--- config.mk ---
export PLATFORM = sky130hd
export DESIGN_NAME = remote_command_frame_codec
export DESIGN_NICKNAME = d
export VERILOG_FILES = /design/src/hdl/rcmd_pkg.sv /design/src/hdl/remote_command_frame_codec.sv
export VERILOG_INCLUDE_DIRS = /design/src /design/src/hdl
export SDC_FILE = /design/constraint.sdc
export NUM_CORES = 1
export LEC_CHECK = 0
export BUFFER_PORTS_ARGS = -buffer_cell sky130_fd_sc_hd__buf_2
export CAP_MARGIN = 20
export CORE_MARGIN = 2
export CORE_UTILIZATION = 28
export DETAILED_ROUTE_END_ITERATION = 10
export PLACE_DENSITY = 0.5
export SYNTH_ARGS = -nofsm -noshare
export SYNTH_HDL_FRONTEND = slang
export SYNTH_SLANG_ARGS = --single-unit
--- constraint.sdc ---
create_clock -name clock_i -period 6.6 [get_ports clock_i]
set_clock_uncertainty 0.15 [all_clocks]
set_input_delay 0.66 -clock clock_i [delete_from_list [all_inputs] [get_ports clock_i]]
set_output_delay 0.66 -clock clock_i [all_outputs]
set_load 0.005 [all_outputs]
--- src/hdl/rcmd_cfg.svh ---
// Frame offsets, codes and limits for the remote command frame parser.
// Assumes a byte stream that begins with the start delimiter.
`ifndef RCMD_CFG_SVH
`define RCMD_CFG_SVH
`define START_DELIM       8'h7E
`define TYPE_REMOTE_CMD   8'h17
`define TYPE_TX_STATUS    8'h8B
`define OFS_LEN_MSB       16'h0001
`define OFS_LEN_LSB       16'h0002
`define OFS_TYPE          16'h0003
`define OFS_FRAME_ID      16'h0004
`define OFS_ADDR_FIRST    16'h0005
`define OFS_ADDR_LAST     16'h000C
`define OFS_CMD_OPTS      16'h000F
`define OFS_CMD_HI        16'h0010
`define OFS_CMD_LO        16'h0011
`define OFS_PARAM         16'h0012
`define OPT_APPLY_BIT     1
`define MAX_PARAM_BYTES   8'h10
`define MIN_LENGTH        16'h000F
`endif

--- src/hdl/rcmd_pkg.sv ---
// Types shared by the remote command frame parser.
// Constants live in rcmd_cfg.svh.
package rcmd_pkg;
  typedef enum logic [2:0] {
    ST_IDLE  = 3'b000,
    ST_LEN_H = 3'b001,
    ST_LEN_L = 3'b010,
    ST_BODY  = 3'b011,
    ST_SUM   = 3'b100
  } parse_state_t;

  typedef struct packed {
    logic [7:0]   frame_id;
    logic [31:0]  ip_addr;
    logic         apply_now;
    logic [15:0]  cmd_name;
    logic         is_query;
    logic [7:0]   param_len;
    logic [127:0] param;
  } remote_cmd_t;

  typedef struct packed {
    logic       valid;
    logic [7:0] frame_id;
    logic       ok;
  } tx_status_t;
endpackage : rcmd_pkg

--- src/hdl/remote_command_frame_codec.sv ---
// Parses the remote configuration command frame from the serial byte stream.
// Assumes bytes from the UART deframer on clock_i, one per rx_valid_i pulse.
`timescale 1ns/10ps
`include "rcmd_cfg.svh"

module remote_command_frame_codec
  import rcmd_pkg::*;
(
  // Clock and reset
  input  wire logic        clock_i,
  input  wire logic        rstn_i,
  // Received byte stream
  input  wire logic        rx_valid_i,
  input  wire logic [7:0]  rx_byte_i,
  // Decoded command and status request
  output remote_cmd_t      cmd_o,
  output logic             cmd_valid_o,
  output logic             apply_o,
  output tx_status_t       status_o,
  output logic             frame_error_o
);

  parse_state_t state;
  logic [15:0]  length;
  logic [15:0]  offset;
  logic [7:0]   sum;
  logic         type_ok;
  remote_cmd_t  work;
  logic [15:0]  last_ofs;

  assign last_ofs = length + 16'h0002;

  // Byte position and parse state
  always_ff @(posedge clock_i or negedge rstn_i) begin
    if (!rstn_i) begin
      state  <= ST_IDLE;
      length <= 16'h0000;
      offset <= 16'h0000;
    end else if (rx_valid_i) begin
      offset <= offset + 16'h0001;
      unique case (state)
        ST_IDLE: begin
          offset <= `OFS_LEN_MSB;
          if (rx_byte_i == `START_DELIM) state <= ST_LEN_H;
        end
        ST_LEN_H: begin
          length[15:8] <= rx_byte_i;
          state        <= ST_LEN_L;
        end
        ST_LEN_L: begin
          length[7:0] <= rx_byte_i;
          state       <= ST_BODY;
        end
        ST_BODY: begin
          if (offset >= last_ofs) state <= ST_SUM;
        end
        ST_SUM: begin
          state <= ST_IDLE;
        end
      endcase
    end
  end

  // Running sum over type through last data byte
  always_ff @(posedge clock_i or negedge rstn_i) begin
    if (!rstn_i) begin
      sum <= 8'h00;
    end else if (rx_valid_i) begin
      if (state == ST_LEN_L) sum <= 8'h00;
      else if (state == ST_BODY) sum <= sum + rx_byte_i;
    end
  end

  // Field capture
  always_ff @(posedge clock_i or negedge rstn_i) begin
    if (!rstn_i) begin
      work    <= '0;
      type_ok <= 1'b0;
    end else if (rx_valid_i && state == ST_LEN_L) begin
      work    <= '0;
      type_ok <= 1'b0;
    end else if (rx_valid_i && state == ST_BODY) begin
      if (offset == `OFS_TYPE) type_ok <= (rx_byte_i == `TYPE_REMOTE_CMD);
      if (offset == `OFS_FRAME_ID) work.frame_id <= rx_byte_i;
      if (offset >= `OFS_ADDR_FIRST + 16'h0004 && offset <= `OFS_ADDR_LAST)
        work.ip_addr <= {work.ip_addr[23:0], rx_byte_i};
      if (offset == `OFS_CMD_OPTS) work.apply_now <= rx_byte_i[`OPT_APPLY_BIT];
      if (offset == `OFS_CMD_HI) work.cmd_name[15:8] <= rx_byte_i;
      if (offset == `OFS_CMD_LO) work.cmd_name[7:0] <= rx_byte_i;
      if (offset >= `OFS_PARAM && work.param_len < `MAX_PARAM_BYTES) begin
        work.param     <= {work.param[119:0], rx_byte_i};
        work.param_len <= work.param_len + 8'h01;
      end
    end
  end

  logic good;
  assign good = type_ok && (length >= `MIN_LENGTH) && ((8'hFF - sum) == rx_byte_i);

  // Frame completion outputs
  always_ff @(posedge clock_i or negedge rstn_i) begin
    if (!rstn_i) begin
      cmd_o         <= '0;
      cmd_valid_o   <= 1'b0;
      apply_o       <= 1'b0;
      status_o      <= '0;
      frame_error_o <= 1'b0;
    end else begin
      cmd_valid_o   <= 1'b0;
      apply_o       <= 1'b0;
      status_o.valid <= 1'b0;
      frame_error_o <= 1'b0;
      if (rx_valid_i && state == ST_SUM) begin
        if (good) begin
          cmd_o          <= work;
          cmd_o.is_query <= (work.param_len == 8'h00);
          cmd_valid_o    <= 1'b1;
          apply_o        <= work.apply_now;
        end else begin
          frame_error_o <= 1'b1;
        end
        if (type_ok && work.frame_id != 8'h00) begin
          status_o.valid    <= 1'b1;
          status_o.frame_id <= work.frame_id;
          status_o.ok       <= good;
        end
      end
    end
  end

  // Checks on framing, fields and outputs
  apply_follows_a: assert property (@(posedge clock_i) disable iff (!rstn_i)
    apply_o |-> cmd_valid_o && cmd_o.apply_now)
    else $error("apply without flag");

  query_empty_a: assert property (@(posedge clock_i) disable iff (!rstn_i)
    cmd_valid_o |-> (cmd_o.is_query == (cmd_o.param_len == 8'h00)))
    else $error("query flag wrong");

  status_nonzero_a: assert property (@(posedge clock_i) disable iff (!rstn_i)
    status_o.valid |-> status_o.frame_id != 8'h00)
    else $error("status for id zero");

  no_both_a: assert property (@(posedge clock_i) disable iff (!rstn_i)
    !(cmd_valid_o && frame_error_o))
    else $error("accept and reject together");

  status_ok_a: assert property (@(posedge clock_i) disable iff (!rstn_i)
    status_o.valid && status_o.ok |-> cmd_valid_o)
    else $error("ok without command");

  pulse_cmd_a: assert property (@(posedge clock_i) disable iff (!rstn_i)
    cmd_valid_o |=> !cmd_valid_o)
    else $error("command held");

  sum_end_a: assert property (@(posedge clock_i) disable iff (!rstn_i)
    (cmd_valid_o || frame_error_o) |-> $past(state) == ST_SUM)
    else $error("late end");

  idle_after_a: assert property (@(posedge clock_i) disable iff (!rstn_i)
    cmd_valid_o |-> state == ST_IDLE)
    else $error("not idle after frame");

  type_check_a: assert property (@(posedge clock_i) disable iff (!rstn_i)
    rx_valid_i && state == ST_BODY && offset == `OFS_TYPE
      |=> type_ok == ($past(rx_byte_i) == `TYPE_REMOTE_CMD))
    else $error("type flag wrong");

  type_needed_a: assert property (@(posedge clock_i) disable iff (!rstn_i)
    cmd_valid_o |-> type_ok)
    else $error("command of wrong type");

  idle_ignore_a: assert property (@(posedge clock_i) disable iff (!rstn_i)
    rx_valid_i && state == ST_IDLE && rx_byte_i != `START_DELIM |=> state == ST_IDLE)
    else $error("left idle without delimiter");

  apply_capture_a: assert property (@(posedge clock_i) disable iff (!rstn_i)
    rx_valid_i && state == ST_BODY && offset == `OFS_CMD_OPTS
      |=> work.apply_now == $past(rx_byte_i[`OPT_APPLY_BIT]))
    else $error("apply option not captured");

  apply_match_a: assert property (@(posedge clock_i) disable iff (!rstn_i)
    cmd_valid_o |-> apply_o == cmd_o.apply_now)
    else $error("apply pulse disagrees with option");

  name_hi_a: assert property (@(posedge clock_i) disable iff (!rstn_i)
    rx_valid_i && state == ST_BODY && offset == `OFS_CMD_HI
      |=> work.cmd_name[15:8] == $past(rx_byte_i))
    else $error("first name byte not captured");

  name_lo_a: assert property (@(posedge clock_i) disable iff (!rstn_i)
    rx_valid_i && state == ST_BODY && offset == `OFS_CMD_LO
      |=> work.cmd_name[7:0] == $past(rx_byte_i))
    else $error("second name byte not captured");

  param_cap_a: assert property (@(posedge clock_i) disable iff (!rstn_i)
    work.param_len <= `MAX_PARAM_BYTES)
    else $error("parameter count above cap");

  param_count_a: assert property (@(posedge clock_i) disable iff (!rstn_i)
    rx_valid_i && state == ST_BODY && offset >= `OFS_PARAM && work.param_len < `MAX_PARAM_BYTES
      |=> work.param_len == $past(work.param_len) + 8'h01 && work.param[7:0] == $past(rx_byte_i))
    else $error("parameter byte not captured");

  status_every_a: assert property (@(posedge clock_i) disable iff (!rstn_i)
    cmd_valid_o && cmd_o.frame_id != 8'h00 |-> status_o.valid && status_o.ok)
    else $error("status missing for command");

  id_echo_a: assert property (@(posedge clock_i) disable iff (!rstn_i)
    status_o.valid |-> status_o.frame_id == work.frame_id)
    else $error("status id not echoed");

  status_match_a: assert property (@(posedge clock_i) disable iff (!rstn_i)
    status_o.valid |-> status_o.ok == cmd_valid_o)
    else $error("status result disagrees");

  short_reject_a: assert property (@(posedge clock_i) disable iff (!rstn_i)
    rx_valid_i && state == ST_SUM && length < `MIN_LENGTH |=> frame_error_o && !cmd_valid_o)
    else $error("short frame accepted");

  sum_reject_a: assert property (@(posedge clock_i) disable iff (!rstn_i)
    rx_valid_i && state == ST_SUM && rx_byte_i != (8'hFF - sum) |=> frame_error_o)
    else $error("bad checksum accepted");

  sum_clear_a: assert property (@(posedge clock_i) disable iff (!rstn_i)
    rx_valid_i && state == ST_LEN_L |=> sum == 8'h00)
    else $error("sum not cleared");

  error_pulse_a: assert property (@(posedge clock_i) disable iff (!rstn_i)
    frame_error_o |=> !frame_error_o)
    else $error("error held");

endmodule : remote_command_frame_codec

Word-level counts from Yosys, hierarchy flattened
Index checks and enable logic that the tools add are counted.
{"block": "totals", "input_bits": 11, "word_cells": 111, "ff_bits": 444, "output_inout_bits": 207}
{"block": "classes", "reduce_logical": 33, "n_eq_ne": 14, "add_sub_neg": 5, "magnitude_cmp": 6, "n_mux": 27}
{"op": "136-bit 2-to-1 mux", "n": 3}
{"op": "57-bit 2-to-1 mux", "n": 2}
{"op": "8-bit 2-to-1 mux", "n": 5}
{"op": "16-bit by 5-bit == test with 1-bit output, second input constant", "n": 2}
{"op": "16-bit by 4-bit >= comparator with 1-bit output, second input constant", "n": 2}
{"op": "32-bit 2-to-1 mux", "n": 1}
{"op": "2-bit AND reduction", "n": 12}
{"op": "10-bit 2-to-1 mux", "n": 2}
{"op": "2-bit nonzero test", "n": 9}
{"op": "16-bit by 1-bit adder with 16-bit output, second input constant", "n": 1}
{"op": "16-bit by 2-bit adder with 16-bit output, second input constant", "n": 1}
{"op": "16-bit by 2-bit == test with 1-bit output, second input constant", "n": 1}
{"op": "16-bit by 3-bit == test with 1-bit output, second input constant", "n": 1}
{"op": "16-bit by 4-bit == test with 1-bit output, second input constant", "n": 1}
{"op": "16-bit >= comparator", "n": 1}
{"op": "16-bit by 5-bit >= comparator with 1-bit output, second input constant", "n": 1}
{"op": "16-bit by 4-bit <= comparator with 1-bit output, second input constant", "n": 1}
{"op": "16-bit 2-to-1 mux", "n": 1}
{"op": "3-bit one-hot mux with 5 select lines", "n": 1}
{"op": "1-bit 2-to-1 mux", "n": 10}
{"op": "8-bit by 1-bit adder with 8-bit output, second input constant", "n": 1}
{"op": "8-bit adder", "n": 1}
{"op": "8-bit by 5-bit == test with 1-bit output, second input constant", "n": 1}
{"op": "8-bit by 7-bit == test with 1-bit output, second input constant", "n": 1}
{"op": "other kinds (13)", "n": 23}

Depth between registers and ports, before layout
Gate-level depths: netlist (run 1).
{"block": "logic_depth", "word_depth": 5, "mapped_depth": 11, "mapped_depth_nobuf": 11}

Worst setup path before layout (run 1)
OpenSTA, ideal clock, no wires.
{"block": "synth_timing", "path_type": "input -> register", "from": "input port rx_byte_i[4]", "to": "register cmd_o[137] (netlist bit)", "path_slack_ns": 4.026, "n_path_buf": 1, "arrival_ns": 2.300, "t_required_ns": 6.325, "cell_stages": 8, "path_cell_list": "ha_1 -> nand3_1 -> nor2_1 -> and4_1 -> nand2_1 -> inv_2 -> buf_2 -> mux2_2"}
{"block": "synth_between", "elab_chain_len": 3}
{"item": "start: declaration", "line": "remote_command_frame_codec.sv:14", "source": "input wire logic [7:0] rx_byte_i,"}
{"item": "8-bit == test", "line": "remote_command_frame_codec.sv:98", "source": "assign good = type_ok && (length >= `MIN_LENGTH) && ((8'hFF - sum) == rx_byte_i);"}
{"item": "1-bit logical AND", "line": "remote_command_frame_codec.sv:98"}
{"item": "2-bit AND reduction (no line)"}
{"item": "end signal: assignment", "line": "remote_command_frame_codec.sv:115", "source": "cmd_o <= work;"}
{"item": "end: declaration", "line": "remote_command_frame_codec.sv:16", "source": "output remote_cmd_t cmd_o,"}
Every way passes these cells.
A chain may end at the register's enable or synchronous reset.

Final worst setup path (run 1)
{"block": "layout_timing", "from": "register length[12]", "to": "register cmd_o[22] (netlist bit)"}
{"block": "layout_between", "elab_chain_len": 4}
{"item": "start: declaration", "line": "remote_command_frame_codec.sv:24", "source": "logic [15:0] length;"}
{"item": "start signal: assignment", "line": "remote_command_frame_codec.sv:47", "source": "length[15:8] <= rx_byte_i;"}
{"item": "16-bit by 4-bit >= comparator with 1-bit output (no line)"}
{"item": "1-bit logical AND (2 in a row)", "line": "remote_command_frame_codec.sv:98"}
{"item": "2-bit AND reduction (no line)"}
Every way passes these cells.

==> metrics.txt, run 1 <==
crit path DAT=3740 ps; global route hottest layer=met2; final setup vio count=0; FF+latch count, synth=444; Setup crit start kind=flip-flop; clk slew on worst S/H paths=60 ps; Syn Area/Cell=11.89 um2; vias in the first global route=12,170; via/cell ratio=4.612; M3 GR Usage=0.03265; post-CTS resize count=0; initial antenna violation count=0; Post-Syn Nets=1,586; clock tree buffer depth=3; Buf/Inv on CP=1; Core ar.=64,580 um2; kind of cell adding the most delay to the critical path=simple AND/OR/NAND/NOR gates; outcome=finished clean; Slew @ Worst Pin=1083 ps; Worst EP required=6920 ps; row cnt=93; Period minus WS final=3428 ps; pin count of the biggest net entering global routing=173; final non-filler cell total=2,634; Final ANT Viol Nets=0; slew margin rel.=0.2782; slowest stage delay, CP=820 ps; Layout fillers=6,503; met1 usage=0.1919; clk sinks=444; Slew Viols, Final=0; Critical Path Start=length[12]$_DFFE_PN0P_; Reg2Reg Launch Point=length[12]$_DFFE_PN0P_; CTS Buf Count=51; Yosys cell types=56; RSZ-0062 raised after global routing=no; first-pass GRT wire length=73.21 mm; initial DRC count=790; min-delay worst type=in -> reg; slowest CP cell=buf_4; ys async rst share=1.000; Power Density=325.0 nW/um2; Final Wtd Congestion=0.7842; Max Freq=291.7 MHz; Final Instance Area=22,010 um2; Remaining DRCs=0; Synth Cell Area=18,360 um2; Antenna diodes=0; final hold viol count=0; Initial Utilization=0.2843; layout cells sized above 1=0.3131; ys flop type=dfrtp_1; Post-synth EDFFs=0; nets=1,781; Area Growth Syn to Fin=19.91%; Synthesis Warnings=0; hold path startpoint=rx_valid_i; Gate Count Post-Synth=1,544; placed cell areas=20,230 um2; met2 Usage GRT=0.2132; sequential-to-total area share from yosys stat=0.6052; setup TNS=0 ps; crit path capture type=flip-flop; IO Port Bufs=217; VDD IR max=0.1939 mV; die height=260.1 um; max_cap viols=0; GRT overflow=0; final wirelength=46.46 mm; CTS Root Cell=clkbuf_16; Die Area=67,630 um2; Crit Path Max Fanout=71; total track usage=0.1372; ratio of final minimum period to clock period=0.5194; Die Wd=260.1 um; vias post-DR=12,149; Critical Path, Cell by Cell=nor4_1 -> o2111ai_1 -> and4_1 -> nand2_4 -> buf_4 -> mux2_2; H-tree level count=2; crit path kind=reg -> reg; Inst Count DP=2,539; worst skew pair latency=600 ps; IO Count=218; leak pwr=10.95 nW; CTS tree=done; mean routed wirelength per cell=17.64 um; DP HPWL=30.28 mm; number of detailed-route iterations in the first pass=5
## kinds of logic after synthesis
family | after synthesis | synth area share
simple gates | 467 | 0.1138
flops | 444 | 0.6052
mux | 241 | 0.1472
compound gates | 228 | 0.07075
buf+inv | 102 | 0.02665
xor+xnor | 31 | 0.01479
fa+ha+maj | 31 | 0.02154
## repair_timing
action	in CTS	in global routing
setup buffers	0	0
endpoints found under the hold margin	68	0
hold buffers	1	0
## per-layer routing
layer / share of wire / wire (um)
met5: 0 / 0
met4: 0.018 / 844
met3: 0.055 / 2549
met2: 0.46 / 21280
met1: 0.47 / 21790
## final cells by class
cell class,count,area [um2],area share
multi-input combinational,998,6783,0.3081
clock buffer,68,1410,0.06406
clock inverter,25,332.8,0.01512
inverter,14,52.55,0.002387
tap,855,1070,0.04860
sequential,444,11110,0.5047
timing repair buffer,230,1254,0.05695
## worst min-delay path, cell delays in order
cell     delay [ps]
buf_2           190
nand2_1         100
o22ai_1          50
## cells in the final DEF (no fill, tap or decap), types with 7 or more instances in the layout
master,synthesis,routed
inv_1,13,13
a21oi_1,158,158
a22o_1,21,21
xor2_1,19,19
clkinv_2,0,9
nand4_1,11,11
clkbuf_1,34,10
mux2i_1,9,9
nor2b_1,13,13
nand3_1,18,18
mux2_2,226,226
dfrtp_1,444,444
nor2_1,31,30
o21ai_0,23,23
ha_1,30,30
and3_1,10,10
nor2_2,8,8
nand2_1,336,334
clkbuf_8,0,7
xnor2_1,12,12
buf_4,15,8
buf_2,33,216
clkbuf_16,0,51
## synthesized netlist by cell type (5+ instances only)
library cell / number / area, um2
a22o_1: 21 / 183.9
nand2_1: 336 / 1261
ha_1: 30 / 375.4
buf_2: 33 / 165.2
o21ai_0: 23 / 115.1
mux2i_1: 9 / 90.09
mux2_2: 226 / 2545
nand3_1: 18 / 90.09
nor4_1: 6 / 37.54
a21o_1: 5 / 37.54
and3_1: 10 / 62.56
nor2_1: 31 / 116.4
buf_4: 15 / 112.6
clkbuf_1: 34 / 127.6
inv_1: 13 / 48.80
nor2_2: 8 / 50.05
xnor2_1: 12 / 105.1
nor2b_1: 13 / 81.33
xor2_1: 19 / 166.4
a21oi_1: 158 / 790.8
dfrtp_1: 444 / 11110
mux2_1: 6 / 67.56
nand4_1: 11 / 68.82
## path summary, 6_finish.rpt
path / endpoint / slack, ps / cells past startpoint
max reg2reg: cmd_o[22]$_DFFE_PN0P_ / 3170 / 6
min in group asynchronous: cmd_o[116]$_DFFE_PN0P_ / 480 / 2
min: offset[1]$_DFFE_PN0P_ / 300 / 3
min reg2reg: status_o[0]$_DFFE_PN0P_ / 330 / 2
max in group asynchronous: length[6]$_DFFE_PN0P_ / 4330 / 3
max: cmd_o[22]$_DFFE_PN0P_ / 3170 / 6
## report_power, final
| group | leakage, nW | total, mW | internal [mW] | switching (mW) |
|---|---|---|---|---|
| registers | 6.12 | 3.14 | 2.91 | 0.232 |
| clock network | 0.843 | 2.92 | 1.74 | 1.17 |
| logic | 3.99 | 1.09 | 0.404 | 0.690 |
## flip-flops by register name (all words and copies together) (netlist names)
name	cells
cmd_o	194
work	193
length	16
offset	16
status_o	10
sum	8
state	3
apply_o	1
cmd_valid_o	1
frame_error_o	1
type_ok	1
## stage by stage
| stage | utilization | power (mW) | setup slack (ps) | hold WS [ps] |
|---|---|---|---|---|
| floorplan | - | 3.910 | 4026 | 214.4 |
| global placement | 0.3133 | 4.252 | 2383 | 312.3 |
| detailed placement | 0.3133 | 4.283 | 2339 | 319.8 |
| CTS | 0.3404 | 7.262 | 2718 | 252.3 |
| global route | 0.3409 | 7.545 | 2988 | 301.9 |
| finish | 0.3409 | 7.155 | 3172 | 295.6 |
Note: power is estimated with default switching activity, not from simulation.
==> inputs of run 2 (changes only) <==
==> constraint.sdc (replaced) <==
create_clock -name clock_i -period 3.45 [get_ports clock_i]
set_clock_uncertainty 0.15 [all_clocks]
set_input_delay 0.345 -clock clock_i [delete_from_list [all_inputs] [get_ports clock_i]]
set_output_delay 0.345 -clock clock_i [all_outputs]
set_load 0.005 [all_outputs]
==> run 2 against run 1 <==
Against the previous run:
- via count grew 1.5%
- critical path depth grew 4
- total power grew 93%
- flip-flop and latch count is the same
- largest cell class unchanged
- critical endpoint is now state[0]$_DFFE_PN0P_
- non-clock buffer count grew 31
- combinational power grew 110%
==> metrics.txt, run 2 (synthesis results as in run 1) <==
outcome=finished clean; clk slew on worst S/H paths=60 ps; power share of the clock group=0.400; Gate power share=0.167; final wirelength=47.60 mm; Worst Hold Depth=3; internal power=9.718 mW; Critical R2R Capture=state[0]$_DFFE_PN0P_; multi-input logic area=6783 um2; path depth of the worst reg2reg path=10; Remaining DRCs=0; sequential cell area=11,110 um2; commonest cells after routing, fill and taps aside=444 x dfrtp_1, 334 x nand2_1, 226 x mux2_2; vias in the first global route=12,652; Final ANT Viol Nets=0; Final Wtd Congestion=0.7823; switching power=4.076 mW; biggest regs=cmd_o x194, work x193; setup TNS=0 ps; max_cap viols=0; Fin Hold WS=33.33 ps; Hold EP=work[6]$_DFFE_PN0P_; worst reg-to-reg setup slack=380 ps; CTS tree=done; pin count of the biggest net entering global routing=102; DP HPWL=32.52 mm; Core ar.=64,580 um2; crit path capture type=flip-flop; Reg2Reg Launch Point=length[4]$_DFFE_PN0P_; crit path DAT=3400 ps; GRT overflow=0; Worst EP required=3780 ps; post-CTS resize count=0; slew margin rel.=0.2981; leak pwr=11.15 nW; min-delay worst type=in -> reg; via/cell ratio=4.632; CTS Root Cell=clkbuf_16; slowest stage delay, CP=490 ps; Critical Path, Cell by Cell=and3_1 -> nand3_1 -> nor2_1 -> xnor2_1 -> ha_1 -> nand4_1 -> a2111oi_0 -> a211oi_1 -> a211o_1 -> a22o_1; most common cell after layout, fill and taps aside=dfrtp_1; Die Wd=260.1 um; Sequential Power Share=0.433; nets=1,811; kind of cell adding the most delay to the critical path=compound AO/OA/AOI/OAI gates; Max Freq=325.8 MHz; RSZ-0062 raised after global routing=no; Slew Viols, Final=0; Initial Utilization=0.2843; CTS Buf Count=50; hold path startpoint=rx_byte_i[6]; IO Port Bufs=217; Die Area=67,630 um2; Setup crit start kind=flip-flop; clk sinks=444; first-pass GRT wire length=74.84 mm; Period minus WS final=3070 ps; Antenna diodes=0; clock tree buffer depth=3; H-tree level count=2; Crit Path Max Fanout=5; row cnt=93; initial antenna violation count=0; Layout fillers=6,467; Slew @ Worst Pin=1053 ps; ratio of final minimum period to clock period=0.8898; vias post-DR=12,331; Biggest register=cmd_o; final setup vio count=0; initial DRC count=775; max reg flops=194; number of detailed-route iterations in the first pass=5; Buf/Inv on CP=0; VDD IR max=0.3293 mV; hold buffer count at CTS=5; layout cells sized above 1=0.3226; die height=260.1 um; mean routed wirelength per cell=17.88 um; Switching Fraction=0.2955; Power Density=617.1 nW/um2; IO Count=218; crit path kind=reg -> reg; total track usage=0.1404; final hold viol count=0; Setup Fix Bufs, Post-CTS=0; slowest CP cell=a2111oi_0; worst skew pair latency=600 ps; Area Growth Syn to Fin=21.76%
[run 2: changes by cell type in the layout (fill, tap and decap cells not counted), sizes merged]
cell,before,now
clkinv,13,8
inv,15,22
dlygate4sd3,1,5
clkbuf,68,67
clkinvlp,5,2
buf,229,256
bufinv,6,5
[run 2: routing by layer]
layer  global-route usage  wire length (um)  vias up
met2               0.2234             22060      236
met3              0.02992              2244       65
met1               0.1933             22220     6249
li1                     -                 -     5781
met5                    0                 0        -
met4              0.03825              1076        0
[run 2: worst max path at each step]
| stage | startpoint | end | slack, ps | cells after the start |
|---|---|---|---|---|
| finish | length[4]$_DFFE_PN0P_ | state[0]$_DFFE_PN0P_ | 380 | 10 |
| global route | length[1]$_DFFE_PN0P_ | state[0]$_DFFE_PN0P_ | 270 | 10 |
| CTS | length[4]$_DFFE_PN0P_ | state[0]$_DFFE_PN0P_ | 380 | 10 |
| detailed placement | length[4]$_DFFE_PN0P_ | state[0]$_DFFE_PN0P_ | 400 | 10 |
| global placement | rx_byte_i[5] | cmd_o[144]$_DFFE_PN0P_ | 490 | 9 |
| floorplan | length[1]$_DFFE_PN0P_ | state[0]$_DFFE_PN0P_ | 910 | 11 |
[run 2: cell type report]
| type | count | share of cell area |
|---|---|---|
| Clock buffer | 67 | 0.06286 |
| Timing Repair Buffer | 261 | 0.07221 |
| Inverter | 14 | 0.002351 |
| Tap cell | 855 | 0.04786 |
| Sequential cell | 444 | 0.4971 |
| Clock inverter | 23 | 0.01416 |
| Multi-Input combinational cell | 998 | 0.3035 |
[run 2: power by group through the flow]
| stage | registers, mW | logic [mW] | clock network (mW) |
|---|---|---|---|
| after floorplan | 5.91 | 1.57 | 0 |
| after global placement | 6.04 | 2.27 | 0 |
| after detailed placement | 6.06 | 2.33 | 0 |
| after CTS | 5.96 | 2.35 | 5.71 |
| after global routing | 6.03 | 2.58 | 5.89 |
| final | 5.97 | 2.31 | 5.52 |
[run 2: metrics by stage]
step	instances	setup WS [ps]	utilization	total power [mW]	cell area, um2
global route	2662	266.2	0.3461	14.50	22350
detailed placement	2567	395.9	0.3187	8.389	20580
CTS	2662	375.2	0.3461	14.02	22350
global placement	2567	492.2	0.3187	8.314	20580
floorplan	1544	908.7	-	7.481	18360
finish	2662	380.2	0.3461	13.79	22350
[run 2: worst reg2reg max path: stages, from the launching register on]
cell and delay [ps]:
dfrtp_1 450, and3_1 230, nand3_1 180, nor2_1 220
xnor2_1 90, ha_1 330, nand4_1 130, a2111oi_0 490
a211oi_1 190, a211o_1 300, a22o_1 190
